$ cat config.mk
export PLATFORM = sky130hd
export DESIGN_NAME = srx_top
export DESIGN_NICKNAME = d
export VERILOG_FILES = /design/src/design/srx_pkg.sv /design/src/design/srx_baud.sv /design/src/design/srx_rx.sv /design/src/design/srx_top.sv
export VERILOG_INCLUDE_DIRS = /design/src /design/src/design
export SDC_FILE = /design/constraint.sdc
export NUM_CORES = 1
export LEC_CHECK = 0
export BUFFER_PORTS_ARGS = -buffer_cell sky130_fd_sc_hd__buf_4
export CAP_MARGIN = 20
export CORE_MARGIN = 5
export CORE_UTILIZATION = 55
export CTS_CLUSTER_DIAMETER = 200
export DETAILED_ROUTE_END_ITERATION = 8
export PLACE_DENSITY_LB_ADDON = 0.12
export SKIP_LAST_GASP = 1
export SLEW_MARGIN = 40
export SYNTH_ARGS = -nofsm -noshare
export SYNTH_HDL_FRONTEND = slang
export SYNTH_SLANG_ARGS = --single-unit
$ cat constraint.sdc
create_clock -name aclk -period 10.8 [get_ports aclk]
set_input_delay 2.7 -clock aclk [delete_from_list [all_inputs] [get_ports aclk]]
set_output_delay 2.7 -clock aclk [all_outputs]
set_load 0.05 [all_outputs]
$ cat src/design/srx_params.svh
/*
 * Register indices, field positions, reset values and timing counts of
 * the serial receive status and baud block.
 * Assumes AXI4-Lite byte addresses: each index times four is the address.
 */
`ifndef SRX_PARAMS_SVH
`define SRX_PARAMS_SVH

// ----------------------------------------------------------------------
// register indices (byte address = index * 4)
// ----------------------------------------------------------------------
`define SRX_IDX_STATUS_ONE  10'h03b
`define SRX_IDX_STATUS_TWO  10'h03c
`define SRX_IDX_DATA        10'h03d
`define SRX_IDX_RATE        10'h03e
`define SRX_IDX_CTRL_THREE  10'h040
`define SRX_IDX_CONFIG      10'h041

// ----------------------------------------------------------------------
// field positions
// ----------------------------------------------------------------------
`define SRX_S1_FULL         5
`define SRX_S1_OVR          3
`define SRX_S1_FE           1
`define SRX_S1_PE           0
`define SRX_S2_BRK          1
`define SRX_S2_RPF          0
`define SRX_C3_NINTH        7
`define SRX_C3_OVR_IE       3
`define SRX_C3_FE_IE        1
`define SRX_C3_PE_IE        0
`define SRX_RATE_PS_HI      5
`define SRX_RATE_PS_LO      4
`define SRX_RATE_DV_HI      2
`define SRX_RATE_DV_LO      0
`define SRX_CF_ENABLE       0
`define SRX_CF_NINE         1
`define SRX_CF_PAR_EN       2
`define SRX_CF_PAR_ODD      3

// ----------------------------------------------------------------------
// reset values
// ----------------------------------------------------------------------
`define SRX_RST_STATUS_TWO  8'h00
`define SRX_RST_RATE        8'h00
`define SRX_RST_CTRL_THREE  8'h00
`define SRX_RST_CONFIG      8'h00

// ----------------------------------------------------------------------
// timing counts and AXI response codes
// ----------------------------------------------------------------------
`define SRX_RATE_DIV        64
`define SRX_OVERSAMPLE      16
`define SRX_SLOT_FIRST      5'h01
`define SRX_SLOT_MID        5'h08
`define SRX_SLOT_LAST       5'h10
`define SRX_IDLE_TICKS      8'ha0
`define SRX_RESP_OKAY       2'b00
`define SRX_RESP_SLVERR     2'b10

`endif

$ cat src/design/srx_pkg.sv
/*
 * Types of the serial receive status and baud block.
 * Assumes srx_params.svh supplies the numeric constants.
 */
package srx_pkg;

  typedef enum logic [2:0] {
    SRX_IDLE      = 3'b000,
    SRX_START     = 3'b001,
    SRX_DATA      = 3'b010,
    SRX_STOP      = 3'b011,
    SRX_WAIT_HIGH = 3'b100
  } srx_state_t;

  typedef logic [7:0] srx_byte_t;

endpackage

$ cat src/design/srx_baud.sv
/*
 * Baud generator: one sample tick at sixteen times the bit rate.
 * Assumes the rate fields come straight from the rate register.
 */
`timescale 1ns/100ps
`include "srx_params.svh"

module srx_baud
  import srx_pkg::*;
(
  input  wire logic       aclk,
  input  wire logic       aresetn,
  input  wire logic [1:0] prescale_sel,
  input  wire logic [2:0] rate_divisor_sel,
  output logic            sample_tick
);

  logic [12:0] cnt_q;
  logic [12:0] period;

  // ----------------------------------------------------------------------
  // divisor arithmetic
  // ----------------------------------------------------------------------
  function automatic logic [3:0] prescale_div(input logic [1:0] code);
    case (code)
      2'b00:   prescale_div = 4'h1;
      2'b01:   prescale_div = 4'h3;
      2'b10:   prescale_div = 4'h4;
      default: prescale_div = 4'hd;
    endcase
  endfunction

  // bit rate = clk / (64 * pd * bd); ticks come 16 times as often
  assign period = 13'((`SRX_RATE_DIV / `SRX_OVERSAMPLE)
                  * prescale_div(prescale_sel)
                  * (1 << rate_divisor_sel)); // RQ18 RQ19 RQ20

  always_ff @(posedge aclk) begin
    if (!aresetn) begin
      cnt_q       <= 13'h0000;
      sample_tick <= 1'b0;
    end else if (cnt_q >= period - 13'h0001) begin
      cnt_q       <= 13'h0000;
      sample_tick <= 1'b1;
    end else begin
      cnt_q       <= cnt_q + 13'h0001;
      sample_tick <= 1'b0;
    end
  end

endmodule

$ cat src/design/srx_rx.sv
/*
 * Receive engine: start search, data, parity and stop sampling.
 * Assumes one sample_tick per sixteenth of a bit and a synchronous line.
 */
`timescale 1ns/100ps
`include "srx_params.svh"

module srx_rx
  import srx_pkg::*;
(
  input  wire logic       aclk,
  input  wire logic       aresetn,
  input  wire logic       sample_tick,
  input  wire logic       rx_line,
  input  wire logic       rx_enable,
  input  wire logic       nine_bit,
  input  wire logic       parity_en,
  input  wire logic       parity_odd,
  output logic            char_done,
  output logic [7:0]      char_data,
  output logic            char_ninth,
  output logic            char_frame_err,
  output logic            char_parity_err,
  output logic            char_break,
  output logic            rpf_set,
  output logic            rpf_clr
);

  srx_state_t  state_q;
  logic [4:0]  slot_q;
  logic [3:0]  bits_q;
  logic [8:0]  sh_q;
  logic [7:0]  idle_q;
  logic        last_slot;
  logic        mid_slot;
  logic [3:0]  nbits;
  logic [8:0]  word;
  logic        xsum;

  assign last_slot = sample_tick && (slot_q == `SRX_SLOT_LAST);
  assign mid_slot  = sample_tick && (slot_q == `SRX_SLOT_MID);
  assign nbits     = nine_bit ? 4'h9 : 4'h8;
  assign word      = nine_bit ? sh_q : {sh_q[8], sh_q[8:1]};
  assign xsum      = nine_bit ? ^sh_q : ^sh_q[8:1];

  // ----------------------------------------------------------------------
  // frame sequencing
  // ----------------------------------------------------------------------
  always_ff @(posedge aclk) begin
    if (!aresetn) begin
      state_q         <= SRX_IDLE;
      slot_q          <= 5'h00;
      bits_q          <= 4'h0;
      sh_q            <= 9'h000;
      char_done       <= 1'b0;
      char_data       <= 8'h00;
      char_ninth      <= 1'b0;
      char_frame_err  <= 1'b0;
      char_parity_err <= 1'b0;
      char_break      <= 1'b0;
      rpf_set         <= 1'b0;
    end else begin
      char_done <= 1'b0;
      rpf_set   <= 1'b0;
      if (sample_tick) begin
        slot_q <= (slot_q == `SRX_SLOT_LAST) ? `SRX_SLOT_FIRST
                                            : slot_q + 5'h01; // RQ22
      end
      case (state_q)
        SRX_IDLE: begin
          if (sample_tick && rx_enable && !rx_line) begin
            state_q <= SRX_START;
            slot_q  <= `SRX_SLOT_FIRST + 5'h01;
            rpf_set <= 1'b1; // RQ13
          end
        end
        SRX_START: begin
          if (mid_slot && rx_line) begin
            state_q <= SRX_IDLE; // RQ14
          end else if (last_slot) begin
            state_q <= SRX_DATA;
            bits_q  <= 4'h0;
          end
        end
        SRX_DATA: begin
          if (mid_slot) begin
            sh_q   <= {rx_line, sh_q[8:1]};
            bits_q <= bits_q + 4'h1;
          end else if (last_slot && bits_q == nbits) begin
            state_q <= SRX_STOP;
          end
        end
        SRX_STOP: begin
          if (mid_slot) begin
            char_done       <= 1'b1;
            char_data       <= word[7:0];
            char_ninth      <= word[8];
            char_frame_err  <= !rx_line; // RQ1
            char_parity_err <= parity_en && (xsum != parity_odd); // RQ4
            char_break      <= !rx_line && (word == 9'h000); // RQ8
            // a low stop means the line must rise before a new search
            state_q <= rx_line ? SRX_IDLE : SRX_WAIT_HIGH; // RQ12
          end
        end
        SRX_WAIT_HIGH: begin
          if (sample_tick && rx_line) begin
            state_q <= SRX_IDLE; // RQ12
          end
        end
        default: state_q <= SRX_IDLE;
      endcase
    end
  end

  // ----------------------------------------------------------------------
  // false start and idle character detection
  // ----------------------------------------------------------------------
  always_ff @(posedge aclk) begin
    if (!aresetn) begin
      idle_q  <= 8'h00;
      rpf_clr <= 1'b0;
    end else begin
      rpf_clr <= (state_q == SRX_START) && mid_slot && rx_line; // RQ14
      if (state_q != SRX_IDLE || !rx_line) begin
        idle_q <= 8'h00;
      end else if (sample_tick && idle_q != `SRX_IDLE_TICKS) begin
        idle_q <= idle_q + 8'h01;
        if (idle_q == `SRX_IDLE_TICKS - 8'h01) begin
          rpf_clr <= 1'b1; // RQ14
        end
      end
    end
  end

endmodule

$ cat src/design/srx_top.sv
/*
 * Serial receive status, data buffer and baud rate block, AXI4-Lite slave.
 * Assumes the receive pin is synchronous to aclk and a single-word master.
 */
// Chosen here: the AXI4-Lite interface to the registers.
`timescale 1ns/100ps
`include "srx_params.svh"

//
// Contract
// RQ1: low stop bit sets framing error
// RQ2: framing error with enable raises error irq
// RQ3: status-one read then data read clears framing
// RQ4: parity check failure sets parity error
// RQ5: parity error with enable raises irq
// RQ6: status-one read then data read clears parity
// RQ7: status two: break bit1, active bit0
// RQ8: break sets break, framing, full flags
// RQ9: break in nine-bit mode zeroes ninth bit
// RQ10: break flag never raises an interrupt
// RQ11: status-two read then data read clears break
// RQ12: new break needs line high first
// RQ13: low at first slot sets active
// RQ14: false start or idle clears active
// RQ15: data address: read received, write transmit
// RQ16: reset leaves data buffer untouched
// RQ17: one rate setting for both directions
// RQ18: prescaler codes give 1,3,4,13
// RQ19: rate divisor is two to code
// RQ20: bit rate is clock/(64*pd*bd)
// RQ21: overrun keeps old char, flags overrun
// RQ22: sixteen samples per bit from slot one
module srx_top
  import srx_pkg::*;
(
  input  wire logic        aclk,
  input  wire logic        aresetn,
  input  wire logic [11:0] s_axi_awaddr,
  input  wire logic [2:0]  s_axi_awprot,
  input  wire logic        s_axi_awvalid,
  output logic             s_axi_awready,
  input  wire logic [31:0] s_axi_wdata,
  input  wire logic [3:0]  s_axi_wstrb,
  input  wire logic        s_axi_wvalid,
  output logic             s_axi_wready,
  output logic [1:0]       s_axi_bresp,
  output logic             s_axi_bvalid,
  input  wire logic        s_axi_bready,
  input  wire logic [11:0] s_axi_araddr,
  input  wire logic [2:0]  s_axi_arprot,
  input  wire logic        s_axi_arvalid,
  output logic             s_axi_arready,
  output logic [31:0]      s_axi_rdata,
  output logic [1:0]       s_axi_rresp,
  output logic             s_axi_rvalid,
  input  wire logic        s_axi_rready,
  input  wire logic        receive_line_pin,
  output logic [7:0]       tx_data,
  output logic             tx_data_load,
  output logic [7:0]       rate_setting,
  output logic             serial_err_irq
);

  // write channel capture
  logic [9:0]  aw_idx_q;
  logic        aw_have_q;
  logic [31:0] w_data_q;
  logic [3:0]  w_strb_q;
  logic        w_have_q;
  logic        wr_fire;
  logic        wr_lane0;
  // read channel
  logic        rd_fire;
  logic [9:0]  ar_idx;
  logic [7:0]  rd_val;
  logic        rd_hit;
  logic        rd_status1;
  logic        rd_status2;
  logic        rd_data;
  // registers
  srx_byte_t   rate_q;
  srx_byte_t   ctrl3_q;
  srx_byte_t   config_q;
  srx_byte_t   rx_buf_q;
  logic        ninth_rx_bit_q;
  // flags and clear arming
  logic        framing_error_flag_q;
  logic        parity_error_flag_q;
  logic        overrun_flag_q;
  logic        rx_full_flag_q;
  logic        break_flag_q;
  logic        receive_active_flag_q;
  logic        arm_fe_q;
  logic        arm_pe_q;
  logic        arm_ovr_q;
  logic        arm_full_q;
  logic        arm_brk_q;
  // receive engine
  logic        sample_tick;
  logic        char_done;
  logic [7:0]  char_data;
  logic        char_ninth;
  logic        char_frame_err;
  logic        char_parity_err;
  logic        char_break;
  logic        rpf_set;
  logic        rpf_clr;
  logic        rx_event;
  logic        overrun;
  logic        load;
  logic        clr_seq;

  // ----------------------------------------------------------------------
  // baud generator and receive engine
  // ----------------------------------------------------------------------
  srx_baud u_baud (
    .aclk             (aclk),
    .aresetn          (aresetn),
    .prescale_sel     (rate_q[`SRX_RATE_PS_HI:`SRX_RATE_PS_LO]),
    .rate_divisor_sel (rate_q[`SRX_RATE_DV_HI:`SRX_RATE_DV_LO]),
    .sample_tick      (sample_tick)
  );

  srx_rx u_rx (
    .aclk            (aclk),
    .aresetn         (aresetn),
    .sample_tick     (sample_tick),
    .rx_line         (receive_line_pin),
    .rx_enable       (config_q[`SRX_CF_ENABLE]),
    .nine_bit        (config_q[`SRX_CF_NINE]),
    .parity_en       (config_q[`SRX_CF_PAR_EN]),
    .parity_odd      (config_q[`SRX_CF_PAR_ODD]),
    .char_done       (char_done),
    .char_data       (char_data),
    .char_ninth      (char_ninth),
    .char_frame_err  (char_frame_err),
    .char_parity_err (char_parity_err),
    .char_break      (char_break),
    .rpf_set         (rpf_set),
    .rpf_clr         (rpf_clr)
  );

  // transmitter shares this rate setting
  assign rate_setting = rate_q; // RQ17

  // ----------------------------------------------------------------------
  // AXI4-Lite write path
  // ----------------------------------------------------------------------
  assign s_axi_awready = !aw_have_q;
  assign s_axi_wready  = !w_have_q;
  assign wr_fire       = aw_have_q && w_have_q && !s_axi_bvalid;
  assign wr_lane0      = wr_fire && w_strb_q[0];

  always_ff @(posedge aclk) begin
    if (!aresetn) begin
      aw_have_q <= 1'b0;
      aw_idx_q  <= 10'h000;
    end else if (s_axi_awvalid && s_axi_awready) begin
      aw_have_q <= 1'b1;
      aw_idx_q  <= s_axi_awaddr[11:2];
    end else if (wr_fire) begin
      aw_have_q <= 1'b0;
    end
  end

  always_ff @(posedge aclk) begin
    if (!aresetn) begin
      w_have_q <= 1'b0;
      w_data_q <= 32'h0000_0000;
      w_strb_q <= 4'h0;
    end else if (s_axi_wvalid && s_axi_wready) begin
      w_have_q <= 1'b1;
      w_data_q <= s_axi_wdata;
      w_strb_q <= s_axi_wstrb;
    end else if (wr_fire) begin
      w_have_q <= 1'b0;
    end
  end

  always_ff @(posedge aclk) begin
    if (!aresetn) begin
      s_axi_bvalid <= 1'b0;
      s_axi_bresp  <= `SRX_RESP_OKAY;
    end else if (wr_fire) begin
      s_axi_bvalid <= 1'b1;
      // status registers are mapped; writes to them are ignored
      s_axi_bresp  <= (aw_idx_q == `SRX_IDX_STATUS_ONE ||
                       aw_idx_q == `SRX_IDX_STATUS_TWO ||
                       aw_idx_q == `SRX_IDX_DATA       ||
                       aw_idx_q == `SRX_IDX_RATE       ||
                       aw_idx_q == `SRX_IDX_CTRL_THREE ||
                       aw_idx_q == `SRX_IDX_CONFIG) ? `SRX_RESP_OKAY
                                                    : `SRX_RESP_SLVERR;
    end else if (s_axi_bready) begin
      s_axi_bvalid <= 1'b0;
    end
  end

  // ----------------------------------------------------------------------
  // writable registers
  // ----------------------------------------------------------------------
  always_ff @(posedge aclk) begin
    if (!aresetn) begin
      rate_q   <= `SRX_RST_RATE; // RQ18 RQ19
      ctrl3_q  <= `SRX_RST_CTRL_THREE;
      config_q <= `SRX_RST_CONFIG;
    end else if (wr_lane0) begin
      if (aw_idx_q == `SRX_IDX_RATE) begin
        rate_q <= {2'b00, w_data_q[5:4], 1'b0, w_data_q[2:0]};
      end
      if (aw_idx_q == `SRX_IDX_CTRL_THREE) begin
        ctrl3_q <= {4'h0, w_data_q[3], 1'b0, w_data_q[1:0]};
      end
      if (aw_idx_q == `SRX_IDX_CONFIG) begin
        config_q <= {4'h0, w_data_q[3:0]};
      end
    end
  end

  // transmit byte and its load strobe
  always_ff @(posedge aclk) begin
    if (!aresetn) begin
      tx_data_load <= 1'b0;
      tx_data      <= 8'h00;
    end else begin
      tx_data_load <= wr_lane0 && (aw_idx_q == `SRX_IDX_DATA); // RQ15
      if (wr_lane0 && aw_idx_q == `SRX_IDX_DATA) begin
        tx_data <= w_data_q[7:0]; // RQ15
      end
    end
  end

  // ----------------------------------------------------------------------
  // AXI4-Lite read path
  // ----------------------------------------------------------------------
  assign s_axi_arready = !s_axi_rvalid;
  assign rd_fire       = s_axi_arvalid && s_axi_arready;
  assign ar_idx        = s_axi_araddr[11:2];
  assign rd_status1    = rd_fire && (ar_idx == `SRX_IDX_STATUS_ONE);
  assign rd_status2    = rd_fire && (ar_idx == `SRX_IDX_STATUS_TWO);
  assign rd_data       = rd_fire && (ar_idx == `SRX_IDX_DATA);

  always_comb begin
    rd_val = 8'h00;
    rd_hit = 1'b1;
    case (ar_idx)
      `SRX_IDX_STATUS_ONE: begin
        rd_val[`SRX_S1_FULL] = rx_full_flag_q;
        rd_val[`SRX_S1_OVR]  = overrun_flag_q;
        rd_val[`SRX_S1_FE]   = framing_error_flag_q;
        rd_val[`SRX_S1_PE]   = parity_error_flag_q;
      end
      `SRX_IDX_STATUS_TWO: begin
        // upper six bits stay zero
        rd_val[`SRX_S2_BRK] = break_flag_q; // RQ7
        rd_val[`SRX_S2_RPF] = receive_active_flag_q; // RQ7
      end
      `SRX_IDX_DATA:       rd_val = rx_buf_q; // RQ15
      `SRX_IDX_RATE:       rd_val = rate_q;
      `SRX_IDX_CTRL_THREE: begin
        rd_val = ctrl3_q;
        rd_val[`SRX_C3_NINTH] = ninth_rx_bit_q;
      end
      `SRX_IDX_CONFIG:     rd_val = config_q;
      default:             rd_hit = 1'b0;
    endcase
  end

  always_ff @(posedge aclk) begin
    if (!aresetn) begin
      s_axi_rvalid <= 1'b0;
      s_axi_rdata  <= 32'h0000_0000;
      s_axi_rresp  <= `SRX_RESP_OKAY;
    end else if (rd_fire) begin
      s_axi_rvalid <= 1'b1;
      s_axi_rdata  <= {24'h00_0000, rd_val};
      s_axi_rresp  <= rd_hit ? `SRX_RESP_OKAY : `SRX_RESP_SLVERR;
    end else if (s_axi_rready) begin
      s_axi_rvalid <= 1'b0;
    end
  end

  // ----------------------------------------------------------------------
  // character arrival
  // ----------------------------------------------------------------------
  // a status read arms only the flags it saw; the data read fires them
  assign clr_seq  = rd_data;
  assign rx_event = char_done && config_q[`SRX_CF_ENABLE];
  assign overrun  = rx_event && rx_full_flag_q
                    && !(clr_seq && arm_full_q); // RQ21
  assign load     = rx_event && !overrun;

  // no reset: buffer keeps its byte through reset
  always_ff @(posedge aclk) begin
    if (load) begin
      rx_buf_q <= char_data; // RQ15 RQ16 RQ21
      ninth_rx_bit_q <= (config_q[`SRX_CF_NINE] && char_break) ? 1'b0
                                                           : char_ninth; // RQ9
    end
  end

  always_ff @(posedge aclk) begin
    if (!aresetn) begin
      arm_fe_q   <= 1'b0;
      arm_pe_q   <= 1'b0;
      arm_ovr_q  <= 1'b0;
      arm_full_q <= 1'b0;
      arm_brk_q  <= 1'b0;
    end else begin
      if (rd_status1) begin
        arm_fe_q   <= framing_error_flag_q; // RQ3
        arm_pe_q   <= parity_error_flag_q; // RQ6
        arm_ovr_q  <= overrun_flag_q;
        arm_full_q <= rx_full_flag_q;
      end else if (clr_seq) begin
        arm_fe_q   <= 1'b0;
        arm_pe_q   <= 1'b0;
        arm_ovr_q  <= 1'b0;
        arm_full_q <= 1'b0;
      end
      if (rd_status2) begin
        arm_brk_q <= break_flag_q; // RQ11
      end else if (clr_seq) begin
        arm_brk_q <= 1'b0;
      end
    end
  end

  // ----------------------------------------------------------------------
  // status flags: a set in the clearing cycle wins
  // ----------------------------------------------------------------------
  always_ff @(posedge aclk) begin
    if (!aresetn) begin
      framing_error_flag_q <= 1'b0;
    end else if (load && (char_frame_err || char_break)) begin
      framing_error_flag_q <= 1'b1; // RQ1 RQ8
    end else if (clr_seq && arm_fe_q) begin
      framing_error_flag_q <= 1'b0; // RQ3
    end
  end

  always_ff @(posedge aclk) begin
    if (!aresetn) begin
      parity_error_flag_q <= 1'b0;
    end else if (load && char_parity_err) begin
      parity_error_flag_q <= 1'b1; // RQ4
    end else if (clr_seq && arm_pe_q) begin
      parity_error_flag_q <= 1'b0; // RQ6
    end
  end

  always_ff @(posedge aclk) begin
    if (!aresetn) begin
      overrun_flag_q <= 1'b0;
    end else if (overrun) begin
      overrun_flag_q <= 1'b1; // RQ21
    end else if (clr_seq && arm_ovr_q) begin
      overrun_flag_q <= 1'b0;
    end
  end

  always_ff @(posedge aclk) begin
    if (!aresetn) begin
      rx_full_flag_q <= 1'b0;
    end else if (load) begin
      rx_full_flag_q <= 1'b1; // RQ8
    end else if (clr_seq && arm_full_q) begin
      rx_full_flag_q <= 1'b0;
    end
  end

  always_ff @(posedge aclk) begin
    if (!aresetn) begin
      break_flag_q <= 1'b0; // RQ11
    end else if (load && char_break) begin
      break_flag_q <= 1'b1; // RQ8
    end else if (clr_seq && arm_brk_q) begin
      break_flag_q <= 1'b0; // RQ11
    end
  end

  always_ff @(posedge aclk) begin
    if (!aresetn) begin
      receive_active_flag_q <= 1'b0;
    end else if (rpf_set) begin
      receive_active_flag_q <= 1'b1; // RQ13
    end else if (rpf_clr) begin
      receive_active_flag_q <= 1'b0; // RQ14
    end
  end

  // ----------------------------------------------------------------------
  // error interrupt request
  // ----------------------------------------------------------------------
  // break and receive-active are poll-only and feed nothing here
  always_ff @(posedge aclk) begin
    if (!aresetn) begin
      serial_err_irq <= 1'b0;
    end else begin
      serial_err_irq <=
        (framing_error_flag_q && ctrl3_q[`SRX_C3_FE_IE]) || // RQ2
        (parity_error_flag_q  && ctrl3_q[`SRX_C3_PE_IE]) || // RQ5
        (overrun_flag_q       && ctrl3_q[`SRX_C3_OVR_IE]); // RQ10
    end
  end

endmodule

==> reports/metrics.cfg, run 1 <==
[clock_network]
post_cts.resized_instances = 0
h_tree_depth = 4
cts_tree = built
cts.reportedPaths.clkPinSlew_ns = 0.06
clock-sinks = 133
worstSkewPairLatency_ns = 0.42
tritoncts.num_buffers = 17
clock_path_buffers = 2
postCtsSetupRepairBufs = 0
cts.hold.buffers_added = 0
clockRootBuffer = clkbuf_16

[power_and_ir_drop]
total_leakage_power_nw = 3.32
power_per_cell_area_nw_per_um2 = 145
ir_drop_v = 0.000105

[timing]
final.setup.tns_ns = 0
final.min_clock_period_ns = 5.48
hold_slack_ns = 0.426
report.final.hold_viol_count = 0
maxClockFrequency_mhz = 182
unrepaired_setup_endpoints_after_global_routing = false
skew_ns = 0.00948
max-slew-margin-rel_pct = 46.1
drv_slew = 0
share_of_the_clock_period_used_by_the_worst_path_pct = 50.7
timing_worst_slew_pin_value_ns = 0.806
finalWorstSetupSlack_ns = 5.32
setup-violations-final = 0

[synth]
synth_largest_area_cell = dfxtp_1
synth_seq_cells = 133
synth_enable_flop_cells = 9
yosys.cell_types.count = 68
postSynth.topFlopCell = dfxtp_1
synth_area_leaders = dfxtp_1 (35%), nor2_1 (6.7%), mux2i_1 (6.0%)
synth_warnings = 0
synth.cell_area_um2 = 7180
synthCells = 830
yosys.area.top_type_share_pct = 34.6
cell_with_the_most_instances_after_synthesis = nor2_1
synthTopCellsByCount = nor2_1 (128), dfxtp_1 (124), nand2_1 (88)
synth-async-reset-ratio_pct = 0
synth.avg_cell_area_um2 = 8.65
ys_seq_area_share_pct = 38.3

[final_layout]
post_route_cells_drive_above_1_share_pct = 12.9
nFillCells = 1086
multi_input_area_um2 = 4080
layout.nets = 1001
area.growth.synth_to_final_pct = 15.0
finished_layout_cells = 1068
register_area_um2 = 2750
layout.core_utilization_pct = 65.0
diodes = 0

[run_status]
run_status = finished clean

[worst_setup_path]
worst_setup_path_start_kind = flop
endpoint_kind = flop
worstSetupPathType = flop to flop
timing.critical_path.fanout_max = 12
arrival_ns = 5.83
crit_required_ns = 11.15

[global_route]
overflow = 0
number_of_global_route_vias_before_repair = 5567
grt_antenna_before_repair = 0
grt_max_degree = 91
global_route.usage.total_pct = 20.3
grt_pass1_wl_um = 26500

[worst_hold_path]
hp-class = flop to flop

[detailed_routing]
detail_route.wl_per_cell_um = 14.8
drc = 0
first_pass_iters = 5
dr.first_iter.drc_count = 449
dr_vias = 5884
antenna_violating_nets_post_route = 0
route.detailed.vias_per_inst = 5.51
overall_routed_net_length_um = 15800

[run]
max_cap_viol_count = 0

[floorplanning]
die_height_um = 124
die_width_um = 124
placementRows = 41
die_area_um2 = 15400
fp.coreArea_um2 = 12700
top_level_ports = 133
initial_utilization_pct = 56.5

[placed_design]
detailed_place_hpwl_um = 11500
placedCellCount = 1036
place_congestion = 0.869
preCtsSetupSlack_ns = 5.30
numPortBuffers = 66

worst max-delay path, stage by stage, from the launching register on:
cell and delay, ns:
dfxtp_1 0.54, nand2b_1 0.28, or3_1 0.42, fa_1 0.47, fa_1 0.55, inv_1 0.07, fa_1 0.46, xor2_1 0.18
or3_1 0.39, a2111o_1 0.43, nor2_1 0.14, xnor2_1 0.15, ha_1 0.29, a211oi_1 0.26, o211ai_1 0.16, a211o_1 0.47
nor2_1 0.15
flip-flops by register name, summed over array words and instances, names as in the netlist, 3 cells and up:
| name | cells |
|---|---|
| rate_setting | 5 |
| rx_buf_q | 8 |
| ctrl3_q | 3 |
| u_rx.sh_q | 9 |
| u_rx.idle_q | 8 |
| s_axi_rdata | 8 |
| tx_data | 8 |
| u_baud.cnt_q | 13 |
| aw_idx_q | 10 |
| w_data_q | 8 |
| u_rx.char_data | 8 |
| config_q | 4 |
| u_rx.bits_q | 4 |
| u_rx.slot_q | 5 |
| u_rx.state_q | 3 |
cell families after synthesis:
family / synth area share, %
muxes: 6.31
AOI/OAI and AO/OA: 10.4
xor gates and xnor gates: 6.29
buffers and inverters: 6.64
DFF: 38.3
and+or+nand+nor: 23.1
adders and majority gates: 8.92
other: 0.0522
power breakdown:
group	internal (mW)	total (mW)	switching, mW
clock	0.322	0.554	0.232
combinational	0.0383	0.119	0.0802
sequential	0.510	0.529	0.0195
total	0.870	1.20	0.332
cell type report:
type	count	area share, %
Tap cell	172	2.60
Sequential cell	133	33.3
Inverter	34	1.54
Clock inverter	15	1.76
Multi-Input combinational cell	628	49.3
Clock buffer	17	5.15
Timing Repair Buffer	69	6.31
final timing paths:
| path | cells after the start | startpoint | slack [ns] | end |
|---|---|---|---|---|
| max reg2reg | 16 | rate_setting[4] | 5.32 | u_baud.cnt_q[11] |
| min reg2reg | 0 | u_rx.char_data[3] | 0.43 | rx_buf_q[3] |
| max | 16 | rate_setting[4] | 5.32 | u_baud.cnt_q[11] |
| min | 0 | u_rx.char_data[3] | 0.43 | rx_buf_q[3] |
placed cells by master (no fill, tap or decap), drive strengths merged, types with 3 or more instances in the layout:
cell    netlist  routed
inv          34      40
a21oi        44      44
edfxtp        9       9
nand2        88      88
nand2b       12      12
dfxtp       124     124
o211ai        3       3
ha           32      32
a22oi         9       9
and3          6       6
a21o          3       3
nand4        12      12
clkbuf       30      17
nand3        24      24
a211oi       15      15
nor2b        13      13
and2          5       5
nand3b        3       3
or3           8       8
clkinv        0       6
buf          33      69
a311oi        3       3
nor3         22      22
conb          1      29
nor4          9       9
mux2i        43      43
nor2        129     129
xor2         26      26
o21ai        19      19
fa           12      12
xnor2        23      23
metrics by stage:
step	area, um2	total power [mW]
CTS	8260	1.21
finish	8260	1.20
detailed placement	7690	0.659
floorplan	7290	0.633
global placement	7680	0.655
global route	8260	1.25
layer usage:
| metal | GRT usage, % | vias to the layer above | share of wire, % |
|---|---|---|---|
| li1 | - | 2913 | - |
| met4 | 7.09 | 0 | 1.9 |
| met2 | 33.1 | 160 | 48 |
| met3 | 4.33 | 28 | 5.7 |
| met1 | 26.8 | 2783 | 44 |
| met5 | 0 | - | 0 |
(Power assumes the default switching activity.)
==> run 2: changes to the inputs <==
- ABC_AREA: not set -> 1
- CORE_UTILIZATION: 55 -> 51
- clock period: 10.8 -> 4.5 ns (I/O delays scaled with it)
==> reports/metrics.cfg, run 2 <==
[run_status]
run_status = finished clean

[global_route]
grt_antenna_before_repair = 0
global_route.usage.total_pct = 19.1
overflow = 0
number_of_global_route_vias_before_repair = 6083
grt_max_degree = 63
grt_pass1_wl_um = 28200

[placed_design]
preCtsSetupSlack_ns = -0.129
detailed_place_hpwl_um = 12300
numPortBuffers = 66
placedCellCount = 1294
place_congestion = 0.855

[power_and_ir_drop]
total_leakage_power_nw = 3.98
power_per_cell_area_nw_per_um2 = 327
ir_drop_v = 0.000255

[detailed_routing]
antenna_violating_nets_post_route = 0
drt-met1-wl_um = 7930
top_layer = met4
met3_routed_wirelength_um = 711
dr.first_iter.drc_count = 394
first_pass_iters = 5
route.detailed.vias_per_inst = 4.95
met2_wirelength_um = 7950
drc = 0
detail_route.wl_per_cell_um = 12.5
dr_vias = 6601
overall_routed_net_length_um = 16700

[final_layout]
regs_by_ff_count = u_baud.cnt_q: 13 flops, aw_idx_q: 10 flops, u_rx.sh_q: 9 flops
top_register = u_baud.cnt_q
diodes = 0
largest_register_ff_count = 13
nFillCells = 1324
layout.core_utilization_pct = 63.6
layout.nets = 1254
most_used_cells_in_the_layout_excluding_fill_and_tap_cells = nand2_1 (196), inv_1 (127), dfxtp_1 (119)
post_route_cells_drive_above_1_share_pct = 19.7
most_common_cell_after_layout_fill_and_taps_aside = nand2_1
finished_layout_cells = 1333
area.growth.synth_to_final_pct = 22.2

[worst_setup_path]
worstSetupPathType = flop to flop
worst_setup_path_start_kind = flop
max_stage_delay_ns = 0.52
path_common_cell = nand2_2
cp_slowest_cell = fa_1
crit_required_ns = 4.80
arrival_ns = 4.77
timing.critical_path.fanout_max = 6
reg2reg_slack_ns = 0.04
endpoint_kind = flop
path_cells = inv_4, nor3_4, nand2_2, fa_1, fa_1, inv_2, fa_2, nand3_2, nand3_4, nand2_2, nand2_2, a21oi_2, xor2_2, buf_4, xor2_2, ha_1, nand2_2, nor4_2, o21ai_1, nand4_1, buf_4, buf_6, nor2_1

[clock_network]
worstSkewPairLatency_ns = 0.42
h_tree_depth = 4
tritoncts.num_buffers = 17
cts_tree = built
clock_path_buffers = 2
cts.reportedPaths.clkPinSlew_ns = 0.06
clock-sinks = 133
clockRootBuffer = clkbuf_16

[synth]
ys_seq_area_share_pct = 36.4
synth_warnings = 0
synth_compound_gate_area_share_pct = 13.6
synthCells = 1037
synth_area_leaders = dfxtp_1 (33%), nand2_1 (10%), inv_1 (6.7%)
synth_enable_flop_cells = 9
postSynth.topFlopCell = dfxtp_1
synth.avg_cell_area_um2 = 7.29
cell_with_the_most_instances_after_synthesis = nand2_1
synthTopCellsByCount = nand2_1 (201), inv_1 (134), dfxtp_1 (124)
synth.area.mux_share_pct = 0
yosys.area.top_type_share_pct = 32.8
largest_family_of_logic_cells_by_synthesized_area = simple AND/OR/NAND/NOR gates
post_synth_and_or_nand_nor_area_fraction_pct = 26.6
synth_largest_area_cell = dfxtp_1
synth_seq_cells = 133
post_synth_xor_area_fraction_pct = 3.57
synth.cell_area_um2 = 7560
synth-async-reset-ratio_pct = 0
yosys.cell_types.count = 48
synthAdderAreaFrac_pct = 8.47

[floorplanning]
initial_utilization_pct = 52.0
placementRows = 44
die_width_um = 132
top_level_ports = 133
fp.coreArea_um2 = 14500
die_height_um = 132
die_area_um2 = 17400

[timing]
skew_ns = 0.00895
report.final.hold_viol_count = 0
max-slew-margin-rel_pct = 48.3
maxClockFrequency_mhz = 224
setup-violations-final = 0
share_of_the_clock_period_used_by_the_worst_path_pct = 99.2
final.min_clock_period_ns = 4.46
final.setup.tns_ns = 0
unrepaired_setup_endpoints_after_global_routing = true
drv_slew = 0
finalWorstSetupSlack_ns = 0.0368
timing_worst_slew_pin_value_ns = 0.769

[worst_hold_path]
hp-class = flop to flop

[run]
max_cap_viol_count = 0

## run 2: cell count changes after synthesis, moves of 12 or more
cell	delta
nand2b_1	-12
mux2i_1	-43
a21oi_1	+43
nand3_1	+30
inv_1	+101
xnor2_1	-15
nor2b_1	-13
clkbuf_1	-15
nand2_1	+113
o21ai_0	+55
## run 2: critical path: cells and delay by family (launching register included)
family,cells,cell delay [ns]
and+or+nand+nor,10,1.15
adders and majority gates,4,1.72
xor gates and xnor gates,2,0.27
buffers and inverters,5,0.51
DFF,1,0.40
AOI/OAI and AO/OA,2,0.29
## run 2: per-layer routing
layer / global-route usage, % / vias up
met5: 0 / -
met4: 5.66 / 0
met3: 3.70 / 11
met2: 31.2 / 112
met1: 25.8 / 2948
li1: - / 3530
## run 2: final timing paths
kind / from / endpoint / depth (start not counted)
worst max-delay path: rate_setting[0] / u_baud.cnt_q[4] / 23
worst min-delay path: u_rx.char_data[6] / rx_buf_q[6] / 0
worst max register to register: rate_setting[0] / u_baud.cnt_q[4] / 23
worst min register to register: u_rx.char_data[6] / rx_buf_q[6] / 0
## run 2: cells by family after synthesis
kind of cell / Yosys count
buf+inv: 195
fa+ha+maj: 44
xor+xnor: 30
flops: 133
compound gates: 187
other cells: 1
simple gates: 447
## run 2: stage by stage
step	area (um2)	hold slack [ns]	power (mW)
CTS	9000	0.433	3.03
global route	9240	0.445	3.16
finish	9240	0.433	3.02
global placement	8360	0.417	1.71
floorplan	7740	0.403	1.63
detailed placement	8360	0.418	1.71
## run 2: final cells by class
| class | instances | area [um2] | area share (%) |
|---|---|---|---|
| Inverter | 142 | 541 | 5.85 |
| Timing Repair Buffer | 105 | 796 | 8.61 |
| Sequential cell | 133 | 2770 | 29.9 |
| Tap cell | 184 | 230 | 2.49 |
| Multi-Input combinational cell | 737 | 4340 | 47.0 |
| Clock inverter | 14 | 128 | 1.38 |
| Clock buffer | 18 | 439 | 4.75 |
## run 2: repair_timing
| item | 4_1_cts | 5_1_grt |
|---|---|---|
| cloned | 1 | 0 |
| pin swaps | 6 | 28 |
| gates resized for setup | 15 | 48 |
| setup buffers | 2 | 4 |
| hold buffers | 0 | 0 |
| endpoints found under the setup margin | 14 | 14 |
## run 2: power by group
group / internal (mW) / total (mW) / switching (mW)
logic: 0.139 / 0.427 / 0.289
clock network: 0.778 / 1.31 / 0.534
registers: 1.24 / 1.28 / 0.0423
total: 2.15 / 3.02 / 0.865
==> run 3: changes to the inputs <==
- ABC_AREA: 1 -> not set
==> reports/metrics.cfg, run 3 (synthesized netlist as in run 1, its figures left out) <==
[run_status]
run_status = finished with violations
violations = setup timing

[worst_hold_path]
hp-class = flop to flop
hold_path.startpoint = u_rx.char_data[0]
hold_path_end = rx_buf_q[0]
worstHoldPathCells = 0

[timing]
setup-violations-final = 14
final.min_clock_period_ns = 4.70
finalWorstSetupSlack_ns = -0.198
share_of_the_clock_period_used_by_the_worst_path_pct = 104
drv_slew = 0
maxClockFrequency_mhz = 213
max-slew-margin-rel_pct = 52.4
timing_worst_slew_pin_value_ns = 0.704
skew_ns = 0.00709
report.final.hold_viol_count = 0
unrepaired_setup_endpoints_after_global_routing = true

[clock_network]
cts.reportedPaths.clkPinSlew_ns = 0.06
worstSkewPairLatency_ns = 0.42
h_tree_depth = 4
cts_tree = built
tritoncts.num_buffers = 17
cts.hold.buffers_added = 0
clock_path_buffers = 2
clockRootBuffer = clkbuf_16
clock-sinks = 133

[final_layout]
post_route_cells_drive_above_1_share_pct = 19.9
layout.nets = 1044
largest_register_ff_count = 13
most_common_cell_after_layout_fill_and_taps_aside = nor2_1
regs_by_ff_count = u_baud.cnt_q: 13 flops, aw_idx_q: 10 flops, u_rx.sh_q: 9 flops
finished_layout_cells = 1119
area.growth.synth_to_final_pct = 22.9
nFillCells = 1172
top_register = u_baud.cnt_q
diodes = 0
most_used_cells_in_the_layout_excluding_fill_and_tap_cells = nor2_1 (124), dfxtp_1 (119), buf_4 (109)

[placed_design]
numPortBuffers = 66
detailed_place_hpwl_um = 12500
place_congestion = 0.874
preCtsSetupSlack_ns = -0.347
placedCellCount = 1085

[worst_setup_path]
critical_path.n_buffers_inverters = 2
reg2reg_slack_ns = -0.20
worst_setup_path_start_kind = flop
crit_required_ns = 4.85
worst_r2r_endpoint = u_baud.cnt_q[8]
max_stage_delay_ns = 0.53
cp_slowest_cell = fa_1
timing.critical_path.max_delay_family = adder cells
timing.rr.start = rate_setting[2]
arrival_ns = 5.05
r2r.worst_path.cells = 19
endpoint_kind = flop
timing.critical_path.fanout_max = 12
worstSetupPathType = flop to flop
path_cells = nand2b_4, or3_4, fa_1, fa_1, inv_2, fa_2, xor2_2, or3_4, a2111o_1, nor2_2, xnor2_1, ha_1, nand4_1, nor3_2, o21ai_1, nand2b_1, a211o_1, buf_12, nor2_2

[power_and_ir_drop]
ir_drop_v = 0.000291
power_per_cell_area_nw_per_um2 = 340
total_leakage_power_nw = 3.56

[floorplanning]
top_level_ports = 133
die_height_um = 129
die_width_um = 129
die_area_um2 = 16600
fp.coreArea_um2 = 13800
initial_utilization_pct = 52.0
placementRows = 43

[global_route]
grt_antenna_before_repair = 0
grt_pass1_wl_um = 27200
overflow = 0
global_route.usage.total_pct = 20.3
number_of_global_route_vias_before_repair = 5872
grt_max_degree = 35

[detailed_routing]
antenna_violating_nets_post_route = 0
dr.first_iter.drc_count = 343
overall_routed_net_length_um = 16500
route.detailed.vias_per_inst = 5.34
first_pass_iters = 5
drc = 0
detail_route.wl_per_cell_um = 14.7
dr_vias = 5978

[run]
max_cap_viol_count = 0

## run 3: cell count changes in the layout (fill, tap and decap cells not counted), sizes merged, moves of 8 or more
cell	delta
nor2b	+13
o21ai	-54
nand3	-30
xnor2	+14
nand2b	+12
inv	-110
nand2	-115
mux2i	+43
a22oi	+8
a21oi	-44
or3	+8
## run 3: per-layer routing
metal  up-vias  routed length (um)  global-route usage (%)
li1       2996                   -                       -
met1      2836                7230                    24.4
met2       119                8330                    35.4
met3        27                 635                    4.32
met4         0                 308                    7.60
met5         -                   0                       0
## run 3: what timing repair did
action                     4_1_cts  5_1_grt
setup endpoints to repair       14       14
buffers inserted                 3        0
gates resized for setup         13        4
pin swaps                        7        3
## run 3: area by class of cell
class | count | area (um2) | share of cell area (%)
Clock inverter | 13 | 181 | 2.05
Multi-Input combinational cell | 628 | 4230 | 47.9
Clock buffer | 19 | 433 | 4.90
Inverter | 34 | 128 | 1.45
Sequential cell | 133 | 2770 | 31.3
Timing Repair Buffer | 112 | 870 | 9.85
Tap cell | 180 | 225 | 2.55
## run 3: through the flow
step | hold WS (ns) | util [%] | power [mW] | area (um2) | setup TNS [ns]
5_1_grt | 0.453 | 63.9 | 3.13 | 8830 | -5.30
6_report | 0.432 | 63.9 | 3.00 | 8830 | -2.54
3_3_place_gp | 0.420 | 58.5 | 1.59 | 8090 | -3.30
2_1_floorplan | 0.409 | - | 1.52 | 7390 | -5.16
3_5_place_dp | 0.423 | 58.6 | 1.60 | 8100 | -4.34
4_1_cts | 0.437 | 63.8 | 3.03 | 8820 | -2.57
## run 3: power breakdown
group          internal (mW)  switching [mW]  total, mW
clock network          0.924           0.505       1.43
logic                  0.105           0.199      0.304
registers               1.22          0.0475       1.27
## run 3: worst max-delay path by stage
stage | from | endpoint | slack (ns) | cells after the start
after floorplan | rate_setting[5] | u_baud.cnt_q[0] | -0.42 | 19
after global placement | rate_setting[2] | u_baud.cnt_q[1] | -0.27 | 19
after detailed placement | rate_setting[2] | u_baud.cnt_q[8] | -0.35 | 20
after CTS | rate_setting[5] | u_baud.cnt_q[3] | -0.23 | 19
after global routing | rate_setting[2] | u_baud.cnt_q[10] | -0.41 | 19
final | rate_setting[2] | u_baud.cnt_q[8] | -0.20 | 19
